==> config.mk <==
export PLATFORM = sky130hd
export DESIGN_NAME = ppr_pwm_channel_five_out_route
export DESIGN_NICKNAME = d
export VERILOG_FILES = /design/src/pkg/ppr_pkg.sv /design/src/rtl/ppr_port_mux.sv /design/src/rtl/ppr_pwm_channel_five_out_route.sv
export VERILOG_INCLUDE_DIRS = /design/src /design/src/pkg
export SDC_FILE = /design/constraint.sdc
export NUM_CORES = 1
export LEC_CHECK = 0
export BUFFER_PORTS_ARGS = -buffer_cell sky130_fd_sc_hd__buf_4
export CAP_MARGIN = 5
export CORE_UTILIZATION = 45
export CTS_CLUSTER_DIAMETER = 200
export CTS_CLUSTER_SIZE = 40
export DETAILED_ROUTE_END_ITERATION = 8
export GPL_ROUTABILITY_DRIVEN = 0
export PLACE_DENSITY = 0.68
export SYNTH_ARGS = -nofsm -noshare
export SYNTH_HDL_FRONTEND = slang
export SYNTH_SLANG_ARGS = --single-unit
==> constraint.sdc <==
create_clock -name i_sys_clk -period 2.3 [get_ports i_sys_clk]
set_input_delay 0.23 -clock i_sys_clk [delete_from_list [all_inputs] [get_ports i_sys_clk]]
set_output_delay 0.23 -clock i_sys_clk [all_outputs]
set_load 0.005 [all_outputs]
==> src/pkg/ppr_defs.svh <==
`ifndef PPR_DEFS_SVH
`define PPR_DEFS_SVH

// Register indices; the byte address is four times the index
`define PPR_IDX_P3_LATCH    16'hf218
`define PPR_IDX_P3_DIR      16'hf219
`define PPR_IDX_P3_DRV_LO   16'hf21a
`define PPR_IDX_P3_DRV_HI   16'hf21b
`define PPR_IDX_P3_FSEL_LO  16'hf21c
`define PPR_IDX_P3_FSEL_HI  16'hf21d
`define PPR_IDX_P4_LATCH    16'hf220
`define PPR_IDX_P4_DIR      16'hf221
`define PPR_IDX_P4_DRV_LO   16'hf222
`define PPR_IDX_P4_DRV_HI   16'hf223
`define PPR_IDX_P4_FSEL_LO  16'hf224
`define PPR_IDX_P4_FSEL_HI  16'hf225

// Pin positions carrying the fifth PWM channel
`define PPR_P3_PWM_BIT      3'h5
`define PPR_P4_PWM_BIT      3'h7

// Port 3 implements bits 0..6 only
`define PPR_P3_MASK         8'h7f
`define PPR_RESET_BYTE      8'h00

// Function select code: high=1, low=0 selects tertiary
`define PPR_FUNC_TERTIARY   2'h2

`endif

==> src/pkg/ppr_pkg.sv <==
package ppr_pkg;

	// Per-port configuration bundle
	typedef struct packed {
		logic [7:0] latch;
		logic [7:0] dir;
		logic [7:0] drv_lo;
		logic [7:0] drv_hi;
		logic [7:0] fsel_lo;
		logic [7:0] fsel_hi;
	} ppr_port_cfg_type;

	// Per-pin pad drive
	typedef struct packed {
		logic [7:0] out;
		logic [7:0] oe;
	} ppr_pad_type;

	typedef enum logic [2:0] {
		PPR_IDLE   = 3'b001,
		PPR_SETUP  = 3'b010,
		PPR_ACCESS = 3'b100
	} ppr_apb_state_type;

endpackage

==> src/rtl/ppr_port_mux.sv <==
`timescale 1ns/1ps
`include "ppr_defs.svh"

module ppr_port_mux
	import ppr_pkg::*;
#(
	parameter int WIDTH   = 8,
	parameter int PWM_BIT = 5
) (
	input  wire ppr_port_cfg_type i_cfg,
	input  wire logic             i_pwm,
	output ppr_pad_type           o_pad,
	output logic [WIDTH-1:0]      o_pwm_mode
);

	// Each pin uses only its own bits; only PWM_BIT has a tertiary source
	always_comb begin
		o_pad      = '0;
		o_pwm_mode = '0;
		for (int i = 0; i < WIDTH; i++) begin
			if (i == PWM_BIT &&
			    {i_cfg.fsel_hi[i], i_cfg.fsel_lo[i]} == `PPR_FUNC_TERTIARY) begin
				o_pwm_mode[i] = 1'b1;
				// Latch bit deliberately unused here
				o_pad.out[i] = i_pwm;
				o_pad.oe[i]  = i_cfg.drv_hi[i] & i_cfg.drv_lo[i]
				               & ~i_cfg.dir[i];
			end else begin
				// Any non-tertiary function: drive latch when direction is output and drv_hi or drv_lo is set
				o_pad.out[i] = i_cfg.latch[i];
				o_pad.oe[i]  = ~i_cfg.dir[i] & (i_cfg.drv_hi[i] | i_cfg.drv_lo[i]);
			end
		end
	end

endmodule

==> src/rtl/ppr_pwm_channel_five_out_route.sv <==
// Decided for this implementation: the APB register port.
`timescale 1ns/1ps
`include "ppr_defs.svh"

module ppr_pwm_channel_five_out_route
	import ppr_pkg::*;
(
	input  wire logic        i_sys_clk,
	input  wire logic        i_rstn,
	input  wire logic        i_pwm_channel_five_out,
	input  wire logic        psel,
	input  wire logic        penable,
	input  wire logic        pwrite,
	input  wire logic [31:0] paddr,
	input  wire logic [31:0] pwdata,
	input  wire logic [3:0]  pstrb,
	output logic      [31:0] prdata,
	output logic             pready,
	output logic             pslverr,
	output logic      [7:0]  o_port3_out,
	output logic      [7:0]  o_port3_oe,
	output logic      [7:0]  o_port4_out,
	output logic      [7:0]  o_port4_oe,
	output logic             o_port3_pin5_pwm,
	output logic             o_port4_pin7_pwm
);

	// ---------------------------------------------------------------
	// Register file
	// ---------------------------------------------------------------
	ppr_port_cfg_type p3;
	ppr_port_cfg_type p4;
	ppr_port_cfg_type next_p3;
	ppr_port_cfg_type next_p4;
	logic [31:0]      rdata;
	logic [31:0]      next_rdata;
	logic             hit;
	logic [7:0]       rd_byte;
	logic [7:0]       wbyte;
	logic             wr_en;

	function automatic logic [31:0] byte_addr(input logic [15:0] idx);
		byte_addr = {14'h0000, idx, 2'h0};
	endfunction

	assign wbyte = pwdata[7:0];
	// Single-cycle access phase; byte lane 0 holds the register
	assign wr_en = psel & penable & pwrite & pstrb[0];

	always_comb begin
		next_p3 = p3;
		next_p4 = p4;
		hit     = 1'b1;
		rd_byte = 8'h00;
		if (paddr == byte_addr(`PPR_IDX_P3_LATCH)) begin
			rd_byte = p3.latch;
			if (wr_en) next_p3.latch = wbyte & `PPR_P3_MASK;
		end else if (paddr == byte_addr(`PPR_IDX_P3_DIR)) begin
			rd_byte = p3.dir;
			if (wr_en) next_p3.dir = wbyte & `PPR_P3_MASK;
		end else if (paddr == byte_addr(`PPR_IDX_P3_DRV_LO)) begin
			rd_byte = p3.drv_lo;
			if (wr_en) next_p3.drv_lo = wbyte & `PPR_P3_MASK;
		end else if (paddr == byte_addr(`PPR_IDX_P3_DRV_HI)) begin
			rd_byte = p3.drv_hi;
			if (wr_en) next_p3.drv_hi = wbyte & `PPR_P3_MASK;
		end else if (paddr == byte_addr(`PPR_IDX_P3_FSEL_LO)) begin
			rd_byte = p3.fsel_lo;
			if (wr_en) next_p3.fsel_lo = wbyte & `PPR_P3_MASK;
		end else if (paddr == byte_addr(`PPR_IDX_P3_FSEL_HI)) begin
			rd_byte = p3.fsel_hi;
			if (wr_en) next_p3.fsel_hi = wbyte & `PPR_P3_MASK;
		end else if (paddr == byte_addr(`PPR_IDX_P4_LATCH)) begin
			rd_byte = p4.latch;
			if (wr_en) next_p4.latch = wbyte;
		end else if (paddr == byte_addr(`PPR_IDX_P4_DIR)) begin
			rd_byte = p4.dir;
			if (wr_en) next_p4.dir = wbyte;
		end else if (paddr == byte_addr(`PPR_IDX_P4_DRV_LO)) begin
			rd_byte = p4.drv_lo;
			if (wr_en) next_p4.drv_lo = wbyte;
		end else if (paddr == byte_addr(`PPR_IDX_P4_DRV_HI)) begin
			rd_byte = p4.drv_hi;
			if (wr_en) next_p4.drv_hi = wbyte;
		end else if (paddr == byte_addr(`PPR_IDX_P4_FSEL_LO)) begin
			rd_byte = p4.fsel_lo;
			if (wr_en) next_p4.fsel_lo = wbyte;
		end else if (paddr == byte_addr(`PPR_IDX_P4_FSEL_HI)) begin
			rd_byte = p4.fsel_hi;
			if (wr_en) next_p4.fsel_hi = wbyte;
		end else begin
			hit = 1'b0;
		end
		next_rdata = rdata;
		// Read data registered in setup so access phase presents it
		if (psel & ~penable & ~pwrite)
			next_rdata = {24'h000000, rd_byte};
	end

	always_ff @(posedge i_sys_clk or negedge i_rstn) begin
		if (!i_rstn) begin
			p3    <= '0;
			p4    <= '0;
			rdata <= 32'h00000000;
		end else begin
			p3    <= next_p3;
			p4    <= next_p4;
			rdata <= next_rdata;
		end
	end

	assign prdata  = rdata;
	assign pready  = 1'b1;
	// Unmapped addresses answer with an error, writes are dropped
	assign pslverr = psel & penable & ~hit;

	// ---------------------------------------------------------------
	// Pin multiplexers
	// ---------------------------------------------------------------
	ppr_pad_type pad3;
	ppr_pad_type pad4;
	ppr_pad_type next_pad;
	ppr_pad_type next_pad4;
	logic [7:0]  mode3;
	logic [7:0]  mode4;
	ppr_pad_type q3;
	ppr_pad_type q4;
	logic        q3_mode;
	logic        q4_mode;

	ppr_port_mux #(
		.WIDTH   (8),
		.PWM_BIT (`PPR_P3_PWM_BIT)
	) u_port3 (
		.i_cfg      (p3),
		.i_pwm      (i_pwm_channel_five_out),
		.o_pad      (pad3),
		.o_pwm_mode (mode3)
	);

	ppr_port_mux #(
		.WIDTH   (8),
		.PWM_BIT (`PPR_P4_PWM_BIT)
	) u_port4 (
		.i_cfg      (p4),
		.i_pwm      (i_pwm_channel_five_out),
		.o_pad      (pad4),
		.o_pwm_mode (mode4)
	);

	always_comb begin
		next_pad  = pad3;
		next_pad4 = pad4;
		// Bit 7 of port 3 does not exist as a pin
		next_pad.out[7] = 1'b0;
		next_pad.oe[7]  = 1'b0;
	end

	// Registered pads: one cycle of latency, glitch-free outputs
	always_ff @(posedge i_sys_clk or negedge i_rstn) begin
		if (!i_rstn) begin
			q3      <= '0;
			q4      <= '0;
			q3_mode <= 1'b0;
			q4_mode <= 1'b0;
		end else begin
			q3      <= next_pad;
			q4      <= next_pad4;
			q3_mode <= mode3[`PPR_P3_PWM_BIT];
			q4_mode <= mode4[`PPR_P4_PWM_BIT];
		end
	end

	assign o_port3_out      = q3.out;
	assign o_port3_oe       = q3.oe;
	assign o_port4_out      = q4.out;
	assign o_port4_oe       = q4.oe;
	assign o_port3_pin5_pwm = q3_mode;
	assign o_port4_pin7_pwm = q4_mode;

	// ---------------------------------------------------------------
	// Checks
	// ---------------------------------------------------------------
	a_p3_pwm_select: assert property (@(posedge i_sys_clk) disable iff (!i_rstn)
		(p3.fsel_hi[5] && !p3.fsel_lo[5]) |=> o_port3_pin5_pwm)
		else $error("port3 pin5 not in pwm mode");
	a_p3_cmos_drive: assert property (@(posedge i_sys_clk) disable iff (!i_rstn)
		(p3.fsel_hi[5] && !p3.fsel_lo[5] && p3.drv_hi[5] && p3.drv_lo[5]
		 && !p3.dir[5]) |=> (o_port3_oe[5]
		 && o_port3_out[5] == $past(i_pwm_channel_five_out)))
		else $error("port3 pin5 not driving pwm");
	a_p3_latch_ignored: assert property (@(posedge i_sys_clk) disable iff (!i_rstn)
		(mode3[5] && p3.latch[5] != i_pwm_channel_five_out)
		|=> o_port3_out[5] != $past(p3.latch[5]))
		else $error("port3 pin5 followed latch");
	a_p4_pwm_select: assert property (@(posedge i_sys_clk) disable iff (!i_rstn)
		(p4.fsel_hi[7] && !p4.fsel_lo[7]) |=> o_port4_pin7_pwm)
		else $error("port4 pin7 not in pwm mode");
	a_p4_cmos_drive: assert property (@(posedge i_sys_clk) disable iff (!i_rstn)
		(p4.fsel_hi[7] && !p4.fsel_lo[7] && p4.drv_hi[7] && p4.drv_lo[7]
		 && !p4.dir[7]) |=> (o_port4_oe[7]
		 && o_port4_out[7] == $past(i_pwm_channel_five_out)))
		else $error("port4 pin7 not driving pwm");
	a_p4_latch_ignored: assert property (@(posedge i_sys_clk) disable iff (!i_rstn)
		(mode4[7] && p4.latch[7] != i_pwm_channel_five_out)
		|=> o_port4_out[7] != $past(p4.latch[7]))
		else $error("port4 pin7 followed latch");
	a_p3_bit7_absent: assert property (@(posedge i_sys_clk) disable iff (!i_rstn)
		!p3.dir[7] && !p3.latch[7] && !p3.fsel_hi[7] && !o_port3_oe[7])
		else $error("port3 bit7 exists");
	a_other_pins_own: assert property (@(posedge i_sys_clk) disable iff (!i_rstn)
		(!p3.dir[4] && p3.drv_lo[4] && !p3.fsel_hi[4])
		|=> (o_port3_out[4] == $past(p3.latch[4]) && o_port3_oe[4]))
		else $error("port3 pin4 disturbed");

endmodule

* Word level (Yosys, flattened, before mapping)
Cells that the tools add are included.
Cells by class: equal/unequal tests 14, reduce and logical (&&, ||, !) cells 12, bitwise operators 69, muxes and demuxes 30
Operators with widths (count):
- 32-bit by 18-bit == test with 1-bit output, second input constant | 12
- 8-bit two-way mux | 12
- 1-bit NOT | 29
- 1-bit bitwise AND | 25
- 1-bit two-way mux | 18
- 1-bit bitwise OR | 15
- 13-bit AND reduction | 1
- 12-bit AND reduction | 1
- 11-bit AND reduction | 1
- 10-bit AND reduction | 1
- 9-bit AND reduction | 1
- 8-bit AND reduction | 1
- 7-bit AND reduction | 1
- 6-bit AND reduction | 1
- 5-bit AND reduction | 1
- 2-bit == test, second input constant | 2
- 4-bit AND reduction | 1
- 3-bit AND reduction | 1
- 2-bit AND reduction | 1
Word-level totals: flip-flop bits (word level) 130, output and inout bits 68, input bits 74

* Logic depth before layout (Yosys ltp)
word-level depth 15, mapped depth 8, depth with buffers taken out 6

* Modules after synthesis
From an unflattened synthesis, not the netlist that was laid out.
Second synthesis, totals: cell total of the unflattened synthesis 505, area total of the unflattened synthesis 6252.2 um^2
Modules (own cells, without submodules):
- ppr_pwm_channel_five_out_route | cells an instance 437, area each 5831.8 um^2, instances 1
- ppr_port_mux | cells an instance 34, area each 210.2 um^2, instances 2

* Worst setup path before layout
OpenSTA, ideal clock, no wires.
path type in2reg, start input port paddr[3], end register p3[16] (netlist name), arrival 1.855 ns, path slack 0.321 ns, path buffers 2, required time 2.175 ns, stages on the path 7, cells stage by stage clkbuf_2 nor3b_1 nand4_1 or2_1 buf_2 nor2_4 mux2_2
Between the ends: cells in the longest elaborated chain, start to end 3, elaborated cells on any way between the ends 8
Ends and longest elaborated chain:
- start, declared | RTL line ppr_pwm_channel_five_out_route.sv:14 | input wire logic [31:0] paddr,
- 32-bit by 18-bit == test with 1-bit output, on equally long branches | RTL line ppr_pwm_channel_five_out_route.sv:61, ppr_pwm_channel_five_out_route.sv:55, ppr_pwm_channel_five_out_route.sv:58
- 1-bit NOT (no source line)
- 5-bit AND reduction (no source line) (*)
- end signal, assigned | RTL line ppr_pwm_channel_five_out_route.sv:106 | p3 <= next_p3;
- end, declared | RTL line ppr_pwm_channel_five_out_route.sv:31 | ppr_port_cfg_type p3;
Mark *: on every way between the ends. The rest lies on a longest branch, timed or not. A chain may end at the register's enable or synchronous reset.

* Worst setup path in the final report
start input port paddr[23], end output port pslverr
Between the ends: cells in the longest elaborated chain, start to end 15, elaborated cells on any way between the ends 26
Ends and longest elaborated chain:
- 32-bit by 18-bit == test with 1-bit output | RTL line ppr_pwm_channel_five_out_route.sv:88 | end else if (paddr == byte_addr(`PPR_IDX_P4_FSEL_HI)) begin
- 1-bit two-way mux | RTL line ppr_pwm_channel_five_out_route.sv:88
- 1-bit two-way mux | RTL line ppr_pwm_channel_five_out_route.sv:85 | end else if (paddr == byte_addr(`PPR_IDX_P4_FSEL_LO)) begin
- 1-bit two-way mux | RTL line ppr_pwm_channel_five_out_route.sv:82 | end else if (paddr == byte_addr(`PPR_IDX_P4_DRV_HI)) begin
- 1-bit two-way mux | RTL line ppr_pwm_channel_five_out_route.sv:79 | end else if (paddr == byte_addr(`PPR_IDX_P4_DRV_LO)) begin
- 1-bit two-way mux | RTL line ppr_pwm_channel_five_out_route.sv:76 | end else if (paddr == byte_addr(`PPR_IDX_P4_DIR)) begin
- 1-bit two-way mux | RTL line ppr_pwm_channel_five_out_route.sv:73 | end else if (paddr == byte_addr(`PPR_IDX_P4_LATCH)) begin
- 1-bit two-way mux | RTL line ppr_pwm_channel_five_out_route.sv:70 | end else if (paddr == byte_addr(`PPR_IDX_P3_FSEL_HI)) begin
- 1-bit two-way mux | RTL line ppr_pwm_channel_five_out_route.sv:67 | end else if (paddr == byte_addr(`PPR_IDX_P3_FSEL_LO)) begin
- 1-bit two-way mux | RTL line ppr_pwm_channel_five_out_route.sv:64 | end else if (paddr == byte_addr(`PPR_IDX_P3_DRV_HI)) begin
- 1-bit two-way mux | RTL line ppr_pwm_channel_five_out_route.sv:61 | end else if (paddr == byte_addr(`PPR_IDX_P3_DRV_LO)) begin
- 1-bit two-way mux | RTL line ppr_pwm_channel_five_out_route.sv:58 | end else if (paddr == byte_addr(`PPR_IDX_P3_DIR)) begin
- 1-bit two-way mux (*) | RTL line ppr_pwm_channel_five_out_route.sv:55 | if (paddr == byte_addr(`PPR_IDX_P3_LATCH)) begin
- 1-bit NOT (*) | RTL line ppr_pwm_channel_five_out_route.sv:115 | assign pslverr = psel & penable & ~hit;
- 1-bit bitwise AND (*) | RTL line ppr_pwm_channel_five_out_route.sv:115
- end, declared | RTL line ppr_pwm_channel_five_out_route.sv:19 | output logic pslverr,
Marks and branches as above.

==> flow_summary.ini <==
[status]
run_status = complete, no violations

[grt]
grt_max_degree = 52
grt_usage_pct = 23.8
grt_pass1_wl_um = 25900
antenna_found_initial = 0
grt_pass1_vias = 4799
grt-ovfl-total = 0

[routing]
drt_wl_total_um = 16100
drt_iter0_markers = 332
vias_per_cell = 5.56
wl_per_cell_um = 19.2
vias = 4647
antenna_left = 0
dr.pass1.iters = 6
drc = 0

[place]
dp_cells = 805
port_buffers = 87
hpwl_um = 11800

[floorplan]
die_x_um = 121
die-area_um2 = 14700
die_h_um = 121
num_rows = 43
initial_core_util_pct = 46.2
ioPinCount = 142
fp.coreArea_um2 = 13900

[final_layout]
diodes = 0
multi_input_area_um2 = 2910
syn2layout_area_growth_pct = 24.6
fin_cells = 836
area.sequential_um2 = 3250
nets = 719
fill_cells = 1113
drive_gt1_share_pct = 43.8
finalCoreUtilization_pct = 57.6

[flow_run]
max_cap_viol_count = 0

[timing]
period_share_pct = 95.9
min_period_ns = 2.21
whs_ns = 0.0868
finalHoldViolations = 0
final_max_slew_viol_count = 0
fmaxAchievable_ghz = 0.453
setup_viol = 0
rsz0062_at_grt = no
maxSlewHeadroom_pct = 56.3
clock-skew-final_ns = 0.00608
worst_pin_slew_ns = 0.656
tns_ns = 0

[clock_network]
cts.sinks = 130
holdBufCountCts = 1
numCtsBuffers = 17
clock_path_buffers = 2
cts_tree = yes
cts_root_buffer = clkbuf_16
post-cts-setup-buffers = 0
cts_resized = 0
ctsHtreeMaxLevel = 4
clk_pin_slew_ns = 0.06
clock_latency_ns = 0.42

[pwr]
power_mw = 5.08
ir_drop_v = 0.000556
power-per-cell-area_nw_per_um2 = 635
total_leakage_power_nw = 3.98

[logic_synthesis]
synthDistinctLibCells = 63
synth-edff-count = 0
ys.flop_type = dfrtp_1
ys_ff_latch = 130
ys_warn_count = 0
ys_seq_area_share_pct = 50.7
synth_common_cells = dfrtp_1, mux2_2, nor2_1, buf_4
syn-cell-area_um2 = 6420
yosysTopAreaCell = dfrtp_1
synthDominantCellAreaShare_pct = 50.7
avgSynthCellArea_um2 = 12.3
synth_area_leaders = dfrtp_1, mux2_2, mux2_4
ys_async_sr_fraction_pct = 100
syn-instance-count = 521
yosysMostFrequentCell = dfrtp_1

[hold_path]
hp-class = input port to flip-flop

[setup_path]
cp_data_arrival_time_ns = 1.98
crit_required_ns = 2.07
path_class = input port to output port
crit_path_max_fanout = 6
start_kind = input port
endpoint_kind = output port
## power breakdown
group          internal (mW)  leakage, nW  switching [mW]
registers               2.31         1.77          0.0141
clock network           1.50        0.265           0.915
logic                  0.144         1.95           0.199
## critical path, cell delays in order
cell     delay, ns
buf_4         0.12
nor4_4        0.34
and4_1        0.42
nand4_1       0.31
nand3_1       0.22
nor4_1        0.08
buf_4         0.14
buf_4         0.12
## final timing paths
kind                            from        endpoint  slack, ns  cells after the start
min in group asynchronous     i_rstn  o_port3_out[5]       0.39                      2
min reg2reg                   p3[42]  o_port3_out[2]       0.40                      0
min                        pwdata[7]          p4[47]       0.09                      2
max in group asynchronous     i_rstn          p4[17]       1.21                      3
max reg2reg                   p4[19]       prdata[3]       0.41                      5
max                        paddr[23]         pslverr       0.09                      8
## sequential cells by signal, indices dropped and copies added, names as in the netlist
| signal | count |
|---|---|
| prdata | 8 |
| p3 | 42 |
| o_port3_out | 7 |
| o_port3_pin5_pwm | 1 |
| o_port3_oe | 7 |
| o_port4_oe | 8 |
| p4 | 48 |
| o_port4_pin7_pwm | 1 |
| o_port4_out | 8 |
## cell families (layout without fill, tap and decap cells)
family	after synthesis	count (layout)	synth area share, %
buf+inv	58	168	5.42
simple gates	153	153	16.1
flops	130	130	50.7
other cells	2	27	0.117
compound gates	68	68	7.27
mux	109	109	20.2
fa+ha+maj	1	1	0.156
## per-stage QoR
step / cell area [µm²] / worst slack [ns]
final: 8000 / 0.0933
after detailed placement: 7450 / 0.00897
after global routing: 8000 / 0.0154
after global placement: 7450 / 0.0625
after floorplan: 6510 / 0.321
after CTS: 8000 / 0.0934
## cell usage in the layout, fill, tap and decap left out, types with 5 or more instances in the layout
master / instances
buf_12: 5
clkbuf_8: 5
mux2_4: 16
a221o_1: 6
nor4_1: 5
dfrtp_1: 130
buf_4: 125
nor3_1: 9
o21ai_0: 11
mux2_2: 78
inv_1: 6
nor2_1: 52
mux2i_1: 12
o22ai_1: 7
nand2_1: 20
conb_1: 27
a21oi_1: 20
nor4_4: 5
nand2b_1: 5
clkbuf_16: 17
nand4_1: 7
## layout make-up
| type | instances | area share, % |
|---|---|---|
| sequential | 130 | 40.7 |
| multi-input combinational | 358 | 36.4 |
| timing repair buffer | 131 | 13.1 |
| clock buffer | 25 | 6.32 |
| tap | 180 | 2.82 |
| clock inverter | 5 | 0.344 |
| inverter | 7 | 0.329 |
## per-layer routing
layer / global-route usage [%] / vias to the layer above / part of all wire, %
li1: - / 2093 / -
met1: 30.1 / 2353 / 41
met2: 40.0 / 175 / 51
met3: 5.03 / 26 / 5.7
met4: 8.80 / 0 / 2.2
met5: 0 / - / 0
No activity file was read; power rests on OpenSTA's default activity.
